**config.mk**
```make
export PLATFORM = sky130hd
export DESIGN_NAME = tpc_host_flat
export DESIGN_NICKNAME = d
export VERILOG_FILES = /design/src/shared/tpc_pkg.sv /design/src/shared/tpc_link_if.sv /design/src/hdl/tpc_host.sv /design/src/flat_wrapper.sv
export SDC_FILE = /design/constraint.sdc
export NUM_CORES = 1
export LEC_CHECK = 0
export BUFFER_PORTS_ARGS = -buffer_cell sky130_fd_sc_hd__clkbuf_2
export CAP_MARGIN = 40
export CORE_MARGIN = 10
export CORE_UTILIZATION = 60
export CTS_BUF_LIST = sky130_fd_sc_hd__clkbuf_2 sky130_fd_sc_hd__clkbuf_4 sky130_fd_sc_hd__clkbuf_8
export CTS_CLUSTER_SIZE = 28
export DETAILED_ROUTE_END_ITERATION = 8
export GPL_ROUTABILITY_DRIVEN = 0
export PLACE_DENSITY_LB_ADDON = 0.1
export SLEW_MARGIN = 40
export SYNTH_ARGS = -nofsm -noshare
export SYNTH_HDL_FRONTEND = slang
export SYNTH_SLANG_ARGS = --single-unit
```
**constraint.sdc**
```tcl
create_clock -name hclk -period 3.61 [get_ports hclk]
set_input_delay 0.5415 -clock hclk [delete_from_list [all_inputs] [get_ports hclk]]
set_output_delay 0.5415 -clock hclk [all_outputs]
set_load 0.02 [all_outputs]
```
**src/shared/tpc_pkg.sv**
```systemverilog
package tpc_pkg;
    localparam int CLK_MHZ = 250;
    localparam int CLK_HZ = CLK_MHZ * 1000000;
    localparam int TURN_ON_TIME_US = 10000;
    localparam int CHANNEL_SWITCH_TIME_US = 1500;
    localparam int TURN_ON_CYC = TURN_ON_TIME_US * CLK_MHZ;
    localparam int CHANNEL_SWITCH_CYC = CHANNEL_SWITCH_TIME_US * CLK_MHZ;
    localparam int MIN_BPS = 100;
    localparam int MAX_BPS = 56000;
    localparam int MIN_BIT_CYC = (CLK_HZ + MAX_BPS - 1) / MAX_BPS;
    localparam int MAX_BIT_CYC = CLK_HZ / MIN_BPS;
    localparam int CNT_W = 22;
    // serial channel numbering
    localparam logic [6:0] SER_DEFAULT_CHAN = 7'h32;
    localparam logic [6:0] SER_ERROR_CHAN = 7'h00;
    localparam logic [7:0] SER_MAX_CHAN = 8'h64;
    localparam logic [3:0] SER_BITS = 4'h8;
    // host register map
    localparam logic [3:0] OFS_CTRL = 4'h0;
    localparam logic [3:0] OFS_STATUS = 4'h4;
    localparam logic [3:0] OFS_DATA = 4'h8;
    localparam logic [3:0] OFS_BITDIV = 4'hc;
    localparam int CTRL_POWER_EN = 0;
    localparam int CTRL_MODE_SER = 1;
    localparam int CTRL_FLOAT_PD = 2;
    localparam int CTRL_SEL_LSB = 4;
    localparam int STAT_CTS = 0;
    localparam int STAT_FULL = 1;
    localparam int STAT_EMPTY = 2;
    localparam int STAT_BUSY = 3;
    localparam logic [31:0] CTRL_RESET = 32'h0000_0000;
    localparam logic [31:0] BITDIV_RESET = 32'h0000_1171;
    typedef enum logic [1:0] {TPC_IDLE, TPC_BUSY_UNUSED} tpc_dummy_t;
    typedef enum {DEV_OFF, DEV_SAMPLE, DEV_LOCK, DEV_READY, DEV_SETTLE} tpc_dev_state_t;
endpackage

```
**src/shared/tpc_link_if.sv**
```systemverilog
`timescale 1ns/1ps
interface tpc_link_if;
    logic power_down_n_o;
    logic power_down_n_oe;
    logic mode_o;
    logic mode_oe;
    logic [2:0] chan_sel;
    logic data;
    logic cts;
    logic power_down_n;
    logic mode;
    // internal pull-ups on the device: an undriven pin reads high
    assign power_down_n = power_down_n_oe ? power_down_n_o : 1'b1;
    assign mode = mode_oe ? mode_o : 1'b1;
    modport dev (input power_down_n, input mode, input chan_sel, input data, output cts);
    modport host (output power_down_n_o, output power_down_n_oe, output mode_o,
        output mode_oe, output chan_sel, output data, input cts);
endinterface

```
**src/hdl/tpc_host.sv**
```systemverilog
`timescale 1ns/1ps
module tpc_fifo #(
    parameter int W = 32,
    parameter int D = 32
) (
    input wire logic hclk,
    input wire logic hresetn,
    input wire logic in_valid,
    output logic in_ready,
    input wire logic [W-1:0] in_data,
    output logic out_valid,
    input wire logic out_ready,
    output logic [W-1:0] out_data
);
    localparam int AW = $clog2(D);
    logic [W-1:0] mem [D];
    logic [AW-1:0] wp;
    logic [AW-1:0] rp;
    logic [AW:0] cnt;
    logic push;
    logic pop;
    assign in_ready = cnt != (AW+1)'(D);
    assign out_valid = cnt != '0;
    assign out_data = mem[rp];
    assign push = in_valid && in_ready;
    assign pop = out_valid && out_ready;
    always_ff @(posedge hclk) begin
        if (push) begin
            mem[wp] <= in_data;
        end
    end
    always_ff @(posedge hclk or negedge hresetn) begin
        if (!hresetn) begin
            wp <= '0;
            rp <= '0;
            cnt <= '0;
        end else begin
            wp <= push ? AW'((wp + 1'b1) % D) : wp;
            rp <= pop ? AW'((rp + 1'b1) % D) : rp;
            cnt <= cnt + (AW+1)'(push) - (AW+1)'(pop);
        end
    end
endmodule

module tpc_host #(
    parameter int FIFO_DEPTH = 32
) (
    // clock and reset
    input wire logic hclk,
    input wire logic hresetn,
    // ahb-lite slave
    input wire logic hsel,
    input wire logic [31:0] haddr,
    input wire logic [1:0] htrans,
    input wire logic hwrite,
    input wire logic [2:0] hsize,
    input wire logic [31:0] hwdata,
    input wire logic hready,
    output logic hreadyout,
    output logic hresp,
    output logic [31:0] hrdata,
    // pins
    tpc_link_if.host link
);
    import tpc_pkg::*;

    logic [2:0] cts_sync;
    logic [31:0] ctrl;
    logic [31:0] bitdiv;
    logic wr_pend;
    logic data_pend;
    logic [3:0] wr_ofs;
    logic f_in_ready;
    logic f_out_valid;
    logic f_out_ready;
    logic [31:0] f_out_data;
    logic [31:0] sh;
    logic [5:0] bits_left;
    logic [CNT_W-1:0] bit_cnt;
    logic [31:0] bit_per;
    logic addr_ok;

    assign addr_ok = hsel && htrans[1] && hready;

    // cts comes from the device's domain
    always_ff @(posedge hclk or negedge hresetn) begin
        if (!hresetn) begin
            cts_sync <= 3'h0;
        end else begin
            cts_sync <= {cts_sync[1:0], link.cts};
        end
    end

    // data writes always take at least one wait state so a full fifo can stall the bus
    always_ff @(posedge hclk or negedge hresetn) begin
        if (!hresetn) begin
            wr_pend <= 1'b0;
            data_pend <= 1'b0;
            wr_ofs <= 4'h0;
            hreadyout <= 1'b1;
        end else if (data_pend) begin
            if (f_in_ready) begin
                data_pend <= 1'b0;
                hreadyout <= 1'b1;
            end
        end else begin
            wr_pend <= addr_ok && hwrite && haddr[3:0] != OFS_DATA;
            data_pend <= addr_ok && hwrite && haddr[3:0] == OFS_DATA;
            hreadyout <= !(addr_ok && hwrite && haddr[3:0] == OFS_DATA);
            wr_ofs <= haddr[3:0];
        end
    end

    // host keeps the bit period inside the legal data-rate window
    assign bit_per = (hwdata < MIN_BIT_CYC) ? 32'(MIN_BIT_CYC) :
        (hwdata > MAX_BIT_CYC) ? 32'(MAX_BIT_CYC) : hwdata;

    always_ff @(posedge hclk or negedge hresetn) begin
        if (!hresetn) begin
            ctrl <= CTRL_RESET;
            bitdiv <= BITDIV_RESET;
        end else if (wr_pend && wr_ofs == OFS_CTRL) begin
            ctrl <= hwdata;
        end else if (wr_pend && wr_ofs == OFS_BITDIV) begin
            bitdiv <= bit_per;
        end
    end

    always_ff @(posedge hclk or negedge hresetn) begin
        if (!hresetn) begin
            hrdata <= 32'h0000_0000;
        end else if (addr_ok && !hwrite) begin
            unique case (haddr[3:0])
                OFS_CTRL: hrdata <= ctrl;
                OFS_STATUS: hrdata <= {28'h0000000, bits_left != 6'h00,
                    !f_out_valid, !f_in_ready, cts_sync[2]};
                OFS_BITDIV: hrdata <= bitdiv;
                default: hrdata <= 32'h0000_0000;
            endcase
        end
    end

    assign hresp = 1'b0;

    tpc_fifo #(.W(32), .D(FIFO_DEPTH)) i_tpc_fifo (
        .hclk(hclk),
        .hresetn(hresetn),
        .in_valid(data_pend),
        .in_ready(f_in_ready),
        .in_data(hwdata),
        .out_valid(f_out_valid),
        .out_ready(f_out_ready),
        .out_data(f_out_data)
    );

    // a word starts only while cts is high; a word in progress finishes
    assign f_out_ready = bits_left == 6'h00 && cts_sync[2] && ctrl[CTRL_POWER_EN];

    always_ff @(posedge hclk or negedge hresetn) begin
        if (!hresetn) begin
            sh <= 32'h0000_0000;
            bits_left <= 6'h00;
            bit_cnt <= '0;
        end else if (f_out_valid && f_out_ready) begin
            sh <= f_out_data;
            bits_left <= 6'h20;
            bit_cnt <= '0;
        end else if (bits_left != 6'h00) begin
            if (bit_cnt == CNT_W'(bitdiv - 32'h1)) begin
                bit_cnt <= '0;
                sh <= {1'b0, sh[31:1]};
                bits_left <= bits_left - 6'h01;
            end else begin
                bit_cnt <= bit_cnt + 1'b1;
            end
        end
    end

    always_ff @(posedge hclk or negedge hresetn) begin
        if (!hresetn) begin
            link.power_down_n_o <= 1'b0;
            link.power_down_n_oe <= 1'b1;
            link.mode_o <= 1'b0;
            link.mode_oe <= 1'b1;
            link.chan_sel <= 3'h0;
            link.data <= 1'b0;
        end else begin
            // dropping power_en turns the transmitter off between bursts while CTRL_FLOAT_PD is clear
            link.power_down_n_o <= ctrl[CTRL_POWER_EN];
            link.power_down_n_oe <= !ctrl[CTRL_FLOAT_PD];
            link.mode_o <= ctrl[CTRL_MODE_SER];
            link.mode_oe <= 1'b1;
            link.chan_sel <= ctrl[CTRL_SEL_LSB +: 3];
            link.data <= bits_left != 6'h00 && sh[0];
        end
    end
endmodule

```
**src/flat_wrapper.sv**
```systemverilog
// flat-port wrapper written by rule: the top's interface ports become plain ports
module tpc_host_flat import tpc_pkg::*;
#(
    parameter int FIFO_DEPTH = 32
)
  (hclk, hresetn, hsel, haddr, htrans, hwrite, hsize, hwdata, hready, hreadyout, hresp, hrdata, link_power_down_n_o, link_power_down_n_oe, link_mode_o, link_mode_oe, link_chan_sel, link_data, link_cts);
  tpc_link_if link_i ();
  input wire logic hclk;
  input wire logic hresetn;
  input wire logic hsel;
  input wire logic [31:0] haddr;
  input wire logic [1:0] htrans;
  input wire logic hwrite;
  input wire logic [2:0] hsize;
  input wire logic [31:0] hwdata;
  input wire logic hready;
  output logic hreadyout;
  output logic hresp;
  output logic [31:0] hrdata;
  output wire logic [$bits(link_i.power_down_n_o)-1:0] link_power_down_n_o;
  output wire logic [$bits(link_i.power_down_n_oe)-1:0] link_power_down_n_oe;
  output wire logic [$bits(link_i.mode_o)-1:0] link_mode_o;
  output wire logic [$bits(link_i.mode_oe)-1:0] link_mode_oe;
  output wire logic [$bits(link_i.chan_sel)-1:0] link_chan_sel;
  output wire logic [$bits(link_i.data)-1:0] link_data;
  input wire logic [$bits(link_i.cts)-1:0] link_cts;
  assign link_power_down_n_o = link_i.power_down_n_o;
  assign link_power_down_n_oe = link_i.power_down_n_oe;
  assign link_mode_o = link_i.mode_o;
  assign link_mode_oe = link_i.mode_oe;
  assign link_chan_sel = link_i.chan_sel;
  assign link_data = link_i.data;
  assign link_i.cts = link_cts;
  tpc_host #(.FIFO_DEPTH(FIFO_DEPTH)) u_core (.hclk(hclk), .hresetn(hresetn), .hsel(hsel), .haddr(haddr), .htrans(htrans), .hwrite(hwrite), .hsize(hsize), .hwdata(hwdata), .hready(hready), .hreadyout(hreadyout), .hresp(hresp), .hrdata(hrdata), .link(link_i));
endmodule
```
# Word level (Yosys, flattened, before mapping)
# Memory sizes are Yosys's and may differ from the RTL's.
# Index checks and enable logic that the tools add are counted.
word_totals:
  reg_bits: 189
  ramBits: 1024
  out_inout_bits: 42
  wordCells: 83
  n_memories: 1
classes:
  addsub: 7
  n_lt_le_gt_ge: 2
  eq_ne: 8
  muxes: 18
  n_bitwise: 1
  n_reduce_logical: 27
mem_list:
  columns: ["name", "words", "width", "rd", "rd_ports_with_merged_regs", "wr", "line", "source"]
  rows:
  - ["u_core.i_tpc_fifo.mem", 32, 32, 1, 0, 1, "tpc_host.sv:16", "logic [W-1:0] mem [D];"]
ops:
  columns: ["cell", "n"]
  rows:
  - ["$mux W32", 5]
  - ["$pmux W32 S3", 1]
  - ["$mux W22", 3]
  - ["$gt A32 B22 Y1 const B", 1]
  - ["$lt A32 B13 Y1 const B", 1]
  - ["$add A22 B1 Y22 const B", 1]
  - ["$eq A22 B22 Y1", 1]
  - ["$sub A22 B1 Y22 const B", 1]
  - ["$mux W6", 3]
  - ["$logic_and A1 B1 Y1", 13]
  - ["$eq A4 B4 Y1 const B", 3]
  - ["$reduce_bool A6 Y1", 2]
  - ["$add A5 B1 Y5 const B", 2]
  - ["$logic_not A4 Y1", 2]
  - ["$add A6 B1 Y6", 1]
  - ["$logic_not A6 Y1", 1]
  - ["$mux W1", 6]
  - ["$ne A6 B6 Y1 const B", 1]
  - ["$sub A6 B1 Y6", 1]
  - ["$sub A6 B1 Y6 const B", 1]
  - ["$logic_not A1 Y1", 5]
  - ["$eq A4 B3 Y1 const B", 1]
  - ["$ne A4 B4 Y1 const B", 1]
  - ["$reduce_and A2 Y1", 2]
  - ["other kinds (3)", 4]

# Depth between registers and ports, before layout
# Gate-level depths: netlist of run 1.
depth:
  ltp_word: 6
  mapped_depth: 15
  ltp_nobuf: 14

# By module
# A second synthesis of run 1 with hierarchy kept.
unflattened:
  cells_unflattened: 2571
  area_unflattened_um2: 47914.7
by_module_without_submodules:
  columns: ["module", "instances", "cells_per_inst", "area_per_inst_um2", "seq_area_each_um2"]
  rows:
  - ["tpc_fifo", 1, 1802, 39654.3, 31149.9]
  - ["tpc_host", 1, 769, 8260.4, 4339.2]

# Least setup slack after synthesis of run 1
# OpenSTA, ideal clock, no wires.
synth_path:
  path_type: "reg-to-reg"
  start: "register u_core.i_tpc_fifo.cnt[2]"
  end: "memory u_core.i_tpc_fifo.mem[31][0] (enable)"
  arrival_time_ps: 2827
  t_required_ps: 3189
  path_slack_ps: 362
  path_stages_with_launch: 10
  path_buffers: 2
  period_less_slack_ps: 3248
  cell_sequence: "dfrtp_1 > inv_1 > ha_1 > nor3b_1 > nand2_1 > and2_1 > clkbuf_1 > nand2_1 > clkbuf_1 > nor2_1"
synth_between:
  elab_chain_len: 4
synth_rtl:
  columns: ["item", "line", "source"]
  rows:
  - ["start: declaration", "tpc_host.sv:19", "logic [AW:0] cnt;"]
  - ["start signal: assignment", "tpc_host.sv:40", "cnt <= cnt + (AW+1)'(push) - (AW+1)'(pop);"]
  - ["$ne A6 B6 Y1", "tpc_host.sv:22", "assign in_ready = cnt != (AW+1)'(D);"]
  - ["$logic_and A1 B1 Y1", "tpc_host.sv:25", "assign push = in_valid && in_ready;"]
  - ["$mux W1", "tpc_host.sv:28", "if (push) begin"]
  - ["$mux W1 (implied by the code)", "tpc_host.sv:29", "mem[wp] <= in_data;"]
  - ["end: declaration", "tpc_host.sv:16", null]
# Every way passes these cells.

# Worst setup path after layout of run 1
layout_path:
  start: "register u_core.bitdiv[0]"
  end: "register u_core.bits_left[3]"
layout_between:
  elab_chain_len: 4
layout_rtl:
  columns: ["item", "line", "source"]
  rows:
  - ["start: declaration", "tpc_host.sv:69", "logic [31:0] bitdiv;"]
  - ["start signal: assignment", "tpc_host.sv:125", "bitdiv <= bit_per;"]
  - ["$sub A22 B1 Y22", "tpc_host.sv:169", "if (bit_cnt == CNT_W'(bitdiv - 32'h1)) begin"]
  - ["$eq A22 B22 Y1", "tpc_host.sv:169", null]
  - ["$reduce_bool A2 Y1 (no line)", null, null]
  - ["$reduce_and A2 Y1 (no line)", null, null]
  - ["end signal: assignment", "tpc_host.sv:172", "bits_left <= bits_left - 6'h01;"]
  - ["end: declaration", "tpc_host.sv:78", "logic [5:0] bits_left;"]
# Every way passes these cells.
# A chain may end at the register's enable or synchronous reset.

==> qor.yml, run 1 <==
sta:
  fin_skew_ps: 38.6
  max_freq_ghz: 0.293
  hold_viol_final: 0
  fin_ws_ps: 194
  slew_headroom_pct: 47.0
  min_period_ps: 3420
  finalSetupViolCount: 0
  final.period_utilization_pct: 94.6
  timing.setup.tns_ps: 0
  slew_violations: 0
  tightest_slew_ps: 795
  rsz0062_at_grt: "no"
routing:
  ant_nets: 0
  post_drt_wl_per_cell_um: 30.8
  viasPerCell: 6.49
  dr.first_iter.drc_count: 2840
  drt_wl_total_mm: 120
  vias: 25300
  first_pass_iters: 5
  route.detailed.drc: 0
pwr:
  leakagePower_nw: 18.4
  peakVddDrop_mv: 0.471
  power_density_nw_per_um2: 656
finish:
  fin_area_um2: 55200
  finalNonFillerCells: 3905
  nNetsFinal: 2783
  synthToLayoutAreaGrowth_pct: 14.4
  final_layout_size_suffix_gt1_share_pct: 35.2
floorplanning:
  pin_count: 117
  core_area_um2: 79300
  rows: 103
  initial_core_util_pct: 60.8
  dieArea_um2: 92100
  die_w_um: 303
  fp.dieH_um: 303
synth:
  yosysTopAreaCell: "edfxtp_1"
  ys_ff_latch: 1213
  ys_types: 91
  yosys.area.top_type_share_pct: 63.8
  synth_xor_area_share_pct: 0.794
  synth_area_um2: 48200
  synthArstFlopShare_pct: 15.6
  yosys_warnings: 0
  yosysSeqAreaShare_pct: 73.6
  synth.area.mux_share_pct: 16.6
  synth_area_per_cell_um2: 20.2
  synthTopCellsByArea: "edfxtp_1 64%, mux4_2 15%, dfrtp_1 9.4%, mux2i_1 0.83%, mux2_2 0.79%"
  synth_adder_area_share_pct: 0.509
  syn_inst: 2387
  syn_nets: 2481
  synth_top_family_by_area: "multiplexers"
  synthFlopType: "edfxtp_1"
  synth_edf_count: 1024
  synth_compound_area_share_pct: 3.20
  synthSimpleGateAreaFrac_pct: 3.61
worst_setup_path:
  worstPathRequired_ps: 4330
  timing.rr.end: "u_core.bits_left[3]$_DFFE_PN0P_"
  r2r_start: "u_core.bitdiv[0]$_DFFE_PN1P_"
  worstRegToRegCells: 10
  crit_type: "flip-flop to flip-flop"
  crit_path_start_kind: "flip-flop"
  cp.arrival_ps: 4140
  crit_path_end_kind: "flip-flop"
  crit_fanout: 14
  regToRegSetupSlack_ps: 190
global_routing:
  grt_pass1_wl_mm: 175
  grt_overflow: 0
  grt_start_max_net_pins: 79
  grt_pass1_vias: 26000
  track_usage_pct: 26.7
  antenna_found_initial: 4
clock_tree:
  cts_made_buffers: 187
  clkTransAtPathRegs_ps: 60
  clock_latency_ps: 850
  post_cts_buffers: 0
  numClockSinks: 1213
  root_buffer: "clkbuf_8"
  cts_tree: "done"
  cts.htree.levels: 4
  cts.path.max_buffers: 3
outcome:
  outcome: "finished, final reports clean"
worst_hold_path:
  hold_end: "u_core.data_pend$_DFF_PN0_"
  hold_depth: 4
  hold_class: "input pin to flip-flop"
  min_from: "htrans[1]"
place:
  placed_cells: 3542
  place_area_um2: 51200
  io_buffers: 82
  dpl_worst_slack_ps: 197
  place.detailed.hpwl_mm: 70.6
job:
  drv_cap: 0
critical path, cell delays in order, from the launching register on:
cell and delay (ps):
dfstp_2 420, inv_1 110, ha_1 300, nor4b_4 270, nand4_2 220, or3_1 430
a31oi_2 210, a21oi_2 120, or4_4 670, nor4_2 200, mux2_1 350
state kept, by name, summed over array words and instances, names as in the netlist, 6 cells and up:
register,count
u_core.bitdiv,32
u_core.bits_left,6
u_core.sh,32
u_core.bit_cnt,22
u_core.i_tpc_fifo.cnt,6
u_core.i_tpc_fifo.mem,1024
u_core.hrdata,32
u_core.ctrl,32
stage by stage:
step / util, % / power, mW / hold slack, ps
2_1_floorplan: - / 22.5 / 246
3_3_place_gp: 64.6 / 24.9 / 346
3_5_place_dp: 64.6 / 25.1 / 343
4_1_cts: 69.5 / 36.5 / 40.1
5_1_grt: 69.6 / 37.7 / 96.8
6_report: 69.6 / 36.2 / 105
how the worst max path moves through the flow:
| stage | endpoint | slack [ps] | start |
|---|---|---|---|
| 6_report | u_core.bits_left[3]$_DFFE_PN0P_ | 190 | u_core.bitdiv[0]$_DFFE_PN1P_ |
| 5_1_grt | u_core.bits_left[3]$_DFFE_PN0P_ | 20 | u_core.bitdiv[0]$_DFFE_PN1P_ |
| 4_1_cts | u_core.bits_left[3]$_DFFE_PN0P_ | 190 | u_core.bitdiv[0]$_DFFE_PN1P_ |
| 3_5_place_dp | u_core.bits_left[3]$_DFFE_PN0P_ | 200 | u_core.bitdiv[0]$_DFFE_PN1P_ |
| 3_3_place_gp | u_core.bit_cnt[8]$_DFFE_PN0P_ | 300 | u_core.bitdiv[0]$_DFFE_PN1P_ |
| 2_1_floorplan | u_core.i_tpc_fifo.mem[31][0]$_DFFE_PP_ | 360 | u_core.i_tpc_fifo.cnt[2]$_DFF_PN0_ |
cell usage in the layout (no fill, tap or decap), drive strengths merged, types with 40 or more instances in the layout:
cell,n
buf,159
nor2,73
o21ai,60
edfxtp,1024
mux2i,40
clkbuf,369
clkinv,54
mux4,320
nand2,93
a21oi,44
dfrtp,181
cells by family (layout without fill, tap and decap cells):
family	after synthesis	count (layout)
flip-flops	1213	1213
multiplexers	395	395
AND/OR/NAND/NOR	323	323
AO/OA/AOI/OAI	229	229
buffers and inverters	164	628
XOR/XNOR	42	42
adder cells (fa/ha/maj)	19	19
other	2	6
power by group:
part	leakage, nW	internal [mW]	total, mW	switching (mW)
clock	2.06	6.24	11.5	5.23
combinational	4.84	4.56	8.49	3.93
sequential	11.5	15.6	16.2	0.628
layer usage:
metal	track usage (%)	vias up	part of all wire, %	wire, um
li1	-	10400	-	-
met1	36.7	13400	39	46400
met2	41.2	1281	48	57900
met3	6.26	249	9.1	10900
met4	11.5	0	4.1	4970
met5	0	-	0	0
layout make-up:
| cell class | instances | area (um2) |
|---|---|---|
| sequential | 1213 | 35500 |
| fill | 4940 | 24100 |
| multi-input combinational | 1010 | 12200 |
| clock buffer | 287 | 3470 |
| timing repair buffer | 248 | 2140 |
| tap | 1050 | 1310 |
| clock inverter | 64 | 365 |
| inverter | 29 | 109 |
| antenna | 4 | 10.0 |
cells in the mapped netlist, types with 4 or more instances:
| library cell | count |
|---|---|
| and3_1 | 6 |
| o21ai_1 | 4 |
| nand2_1 | 93 |
| nor2_1 | 72 |
| o31ai_1 | 4 |
| nor3_1 | 10 |
| xor2_1 | 14 |
| nor4_1 | 13 |
| a211oi_1 | 31 |
| a22o_1 | 10 |
| nor3b_1 | 4 |
| nor2b_1 | 11 |
| mux4_1 | 5 |
| buf_2 | 5 |
| and2_1 | 14 |
| and2b_2 | 6 |
| and2b_1 | 15 |
| a22oi_1 | 34 |
| inv_1 | 28 |
| a31oi_1 | 8 |
| o21ai_0 | 55 |
| mux2_2 | 34 |
| clkbuf_1 | 83 |
| o32ai_1 | 5 |
| nand3_1 | 24 |
| or3_1 | 9 |
| buf_1 | 28 |
| clkbuf_8 | 8 |
| dfstp_2 | 8 |
| dfrtp_1 | 181 |
| mux4_2 | 315 |
| a21oi_1 | 43 |
| mux2i_1 | 40 |
| xnor2_1 | 27 |
| buf_6 | 8 |
| edfxtp_1 | 1024 |
| ha_1 | 18 |
| nand4_1 | 9 |
| or2_2 | 5 |
timing repair:
action	CTS	global route
hold buffers	7	0
endpoints found under the hold margin	80	0
gates resized for setup	0	2
setup endpoints to repair	0	10
Power figures use the tool's default switching activity.
==> inputs of run 2 (changes only) <==
--- a/config.mk
+++ b/config.mk
@@ -13,8 +13,10 @@
 export CTS_CLUSTER_SIZE = 28
 export DETAILED_ROUTE_END_ITERATION = 8
 export GPL_ROUTABILITY_DRIVEN = 0
+export GPL_TIMING_DRIVEN = 0
 export PLACE_DENSITY_LB_ADDON = 0.1
 export SLEW_MARGIN = 40
 export SYNTH_ARGS = -nofsm -noshare
 export SYNTH_HDL_FRONTEND = slang
 export SYNTH_SLANG_ARGS = --single-unit
+export TNS_END_PERCENT = 1
==> qor.yml, run 2 (synthesis gave the netlist of run 1 again) <==
clock_tree:
  cts.path.max_buffers: 3  # unchanged
  clkTransAtPathRegs_ps: 60  # about the same
  root_buffer: "clkbuf_8"
  cts_tree: "done"
  cts.htree.levels: 4  # unchanged
  clock_latency_ps: 830  # -20 ps
  numClockSinks: 1213  # unchanged
  cts_made_buffers: 187  # unchanged
sta:
  tightest_slew_ps: 897  # +102 ps
  hold-worst-slack_ps: 51.6  # -53.2 ps
  rsz0062_at_grt: "yes"
  fin_ws_ps: -34.4  # -228 ps
  finalSetupViolCount: 2  # +2
  hold_viol_final: 0  # unchanged
  fin_skew_ps: 43.3  # +4.74 ps
  max_freq_ghz: 0.274  # -6.3%
  final.period_utilization_pct: 101  # +6.3 points
  slew_headroom_pct: 40.2  # -6.8 points
  slew_violations: 0  # unchanged
  min_period_ps: 3640  # +228 ps
outcome:
  outcome: "finished with violations"
  violations: "setup timing"
pwr:
  leakagePower_nw: 18.6  # +0.99%
  power_density_nw_per_um2: 661  # +0.70%
  peakVddDrop_mv: 0.547  # +16%
finish:
  fin_util_pct: 70.5  # +0.89 points
  fin_area_um2: 55900  # +1.3%
  final_common_cell: "edfxtp_1"
  final_layout_size_suffix_gt1_share_pct: 33.7  # -1.6 points
  largest_register_ffs: 1024  # unchanged
  layout_common_cells: "1024 x edfxtp_1, 315 x mux4_2, 212 x clkbuf_8, 181 x dfrtp_1, 92 x nand2_1"
  synthToLayoutAreaGrowth_pct: 15.9
  nNetsFinal: 2839  # +2.0%
  top_register: "u_core.i_tpc_fifo.mem"
  finalNonFillerCells: 3956  # +1.3%
global_routing:
  grt_start_max_net_pins: 77  # -2.5%
  track_usage_pct: 27.5  # +0.81 points
  grt_overflow: 0  # unchanged
  grt_pass1_wl_mm: 181  # +3.4%
  grt_pass1_vias: 26400  # +1.6%
  antenna_found_initial: 6  # +2
routing:
  post_drt_wl_per_cell_um: 31.5  # +2.3%
  first_pass_iters: 6  # +1
  vias: 26000  # +2.6%
  drt_wl_total_mm: 124  # +3.6%
  route.detailed.drc: 0  # unchanged
  viasPerCell: 6.57  # +1.3%
  dr.first_iter.drc_count: 3092  # +8.9%
  ant_nets: 0  # unchanged
floorplanning:
  pin_count: 117  # unchanged
  core_area_um2: 79300  # unchanged
  die_w_um: 303  # unchanged
  dieArea_um2: 92100  # unchanged
  fp.dieH_um: 303  # unchanged
  rows: 103  # unchanged
  initial_core_util_pct: 60.8  # unchanged
worst_hold_path:
  hold_depth: 2  # -2
  hold_end: "u_core.wr_ofs[0]$_DFFE_PN0N_"
  min_from: "haddr[0]"
  hold_class: "input pin to flip-flop"
place:
  place_area_um2: 51900  # +1.4%
  place.detailed.hpwl_mm: 83.7  # +18%
  placed_cells: 3597  # +1.6%
  dpl_worst_slack_ps: -908  # -1100 ps
  io_buffers: 81  # -1.2%
worst_setup_path:
  cp.arrival_ps: 4290  # +150 ps
  regToRegSetupSlack_ps: -30  # -230 ps
  crit_type: "flip-flop to flip-flop"
  crit_path_end_kind: "flip-flop"
  worstRegToRegCells: 7  # -3
  crit_path_start_kind: "flip-flop"
  crit_fanout: 10  # -4
  r2r_start: "u_core.i_tpc_fifo.rp[1]$_DFFE_PN0N_"
  worstPathRequired_ps: 4260  # -70 ps
  timing.rr.end: "u_core.sh[18]$_DFFE_PN0P_"
job:
  drv_cap: 0  # unchanged
==> run 2: where the power goes <==
group | leakage, nW | total, mW | switching (mW) | internal (mW)
logic | 5.09 | 9.56 | 5.10 | 4.46
registers | 11.5 | 15.9 | 0.310 | 15.6
clock network | 1.99 | 11.4 | 5.32 | 6.11
==> run 2: timing repair <==
item                                    in CTS  in global routing
endpoints found under the setup margin      41                 84
endpoints found under the hold margin       65                  0
pin swaps                                    1                  2
hold buffers                                 4                  0
setup buffers                                0                  6
gates resized for setup                     12                 16
==> run 2: how the worst max path moves through the flow <==
stage / from / end / slack (ps) / depth (start not counted)
after floorplan: u_core.i_tpc_fifo.cnt[2]$_DFF_PN0_ / u_core.i_tpc_fifo.mem[31][0]$_DFFE_PP_ / 360 / 9
after global placement: u_core.i_tpc_fifo.cnt[2]$_DFF_PN0_ / u_core.i_tpc_fifo.mem[7][8]$_DFFE_PP_ / -2010 / 9
after detailed placement: u_core.i_tpc_fifo.rp[0]$_DFFE_PN0N_ / u_core.sh[18]$_DFFE_PN0P_ / -910 / 8
after CTS: u_core.i_tpc_fifo.rp[0]$_DFFE_PN0N_ / u_core.sh[16]$_DFFE_PN0P_ / -90 / 7
after global routing: u_core.i_tpc_fifo.rp[1]$_DFFE_PN0N_ / u_core.sh[16]$_DFFE_PN0P_ / -90 / 7
final: u_core.i_tpc_fifo.rp[1]$_DFFE_PN0N_ / u_core.sh[18]$_DFFE_PN0P_ / -30 / 7
==> run 2: through the flow <==
| stage | power, mW | TNS, ps |
|---|---|---|
| global route | 38.3 | -377 |
| detailed placement | 25.7 | -7830 |
| CTS | 37.0 | -85.0 |
| floorplan | 22.5 | 0 |
| finish | 36.9 | -51.4 |
| global placement | 25.5 | -2099690 |
==> run 2: area by class of cell <==
cell class / instances / area (um2)
clock buffer: 261 / 3230
tap: 1050 / 1310
inverter: 29 / 111
sequential: 1213 / 35500
antenna: 3 / 7.51
multi-input combinational: 1010 / 12200
buffer: 133 / 738
clock inverter: 86 / 557
timing repair buffer: 171 / 2160
fill: 4844 / 23400
==> run 2: per-layer routing <==
metal	track usage, %	vias up	part of all wire, %
li1	-	10600	-
met4	9.37	0	3.4
met5	0	-	0
met1	37.7	13700	38
met3	6.15	272	9.8
met2	43.8	1502	49
==> run 2: worst max-delay path: stages, from the launching register on <==
cell and delay [ps]:
dfrtp_1 460, clkbuf_1 250, clkbuf_2 540, clkbuf_1 670, mux4_2 430, mux4_2 520
mux2i_1 420, a22oi_1 130
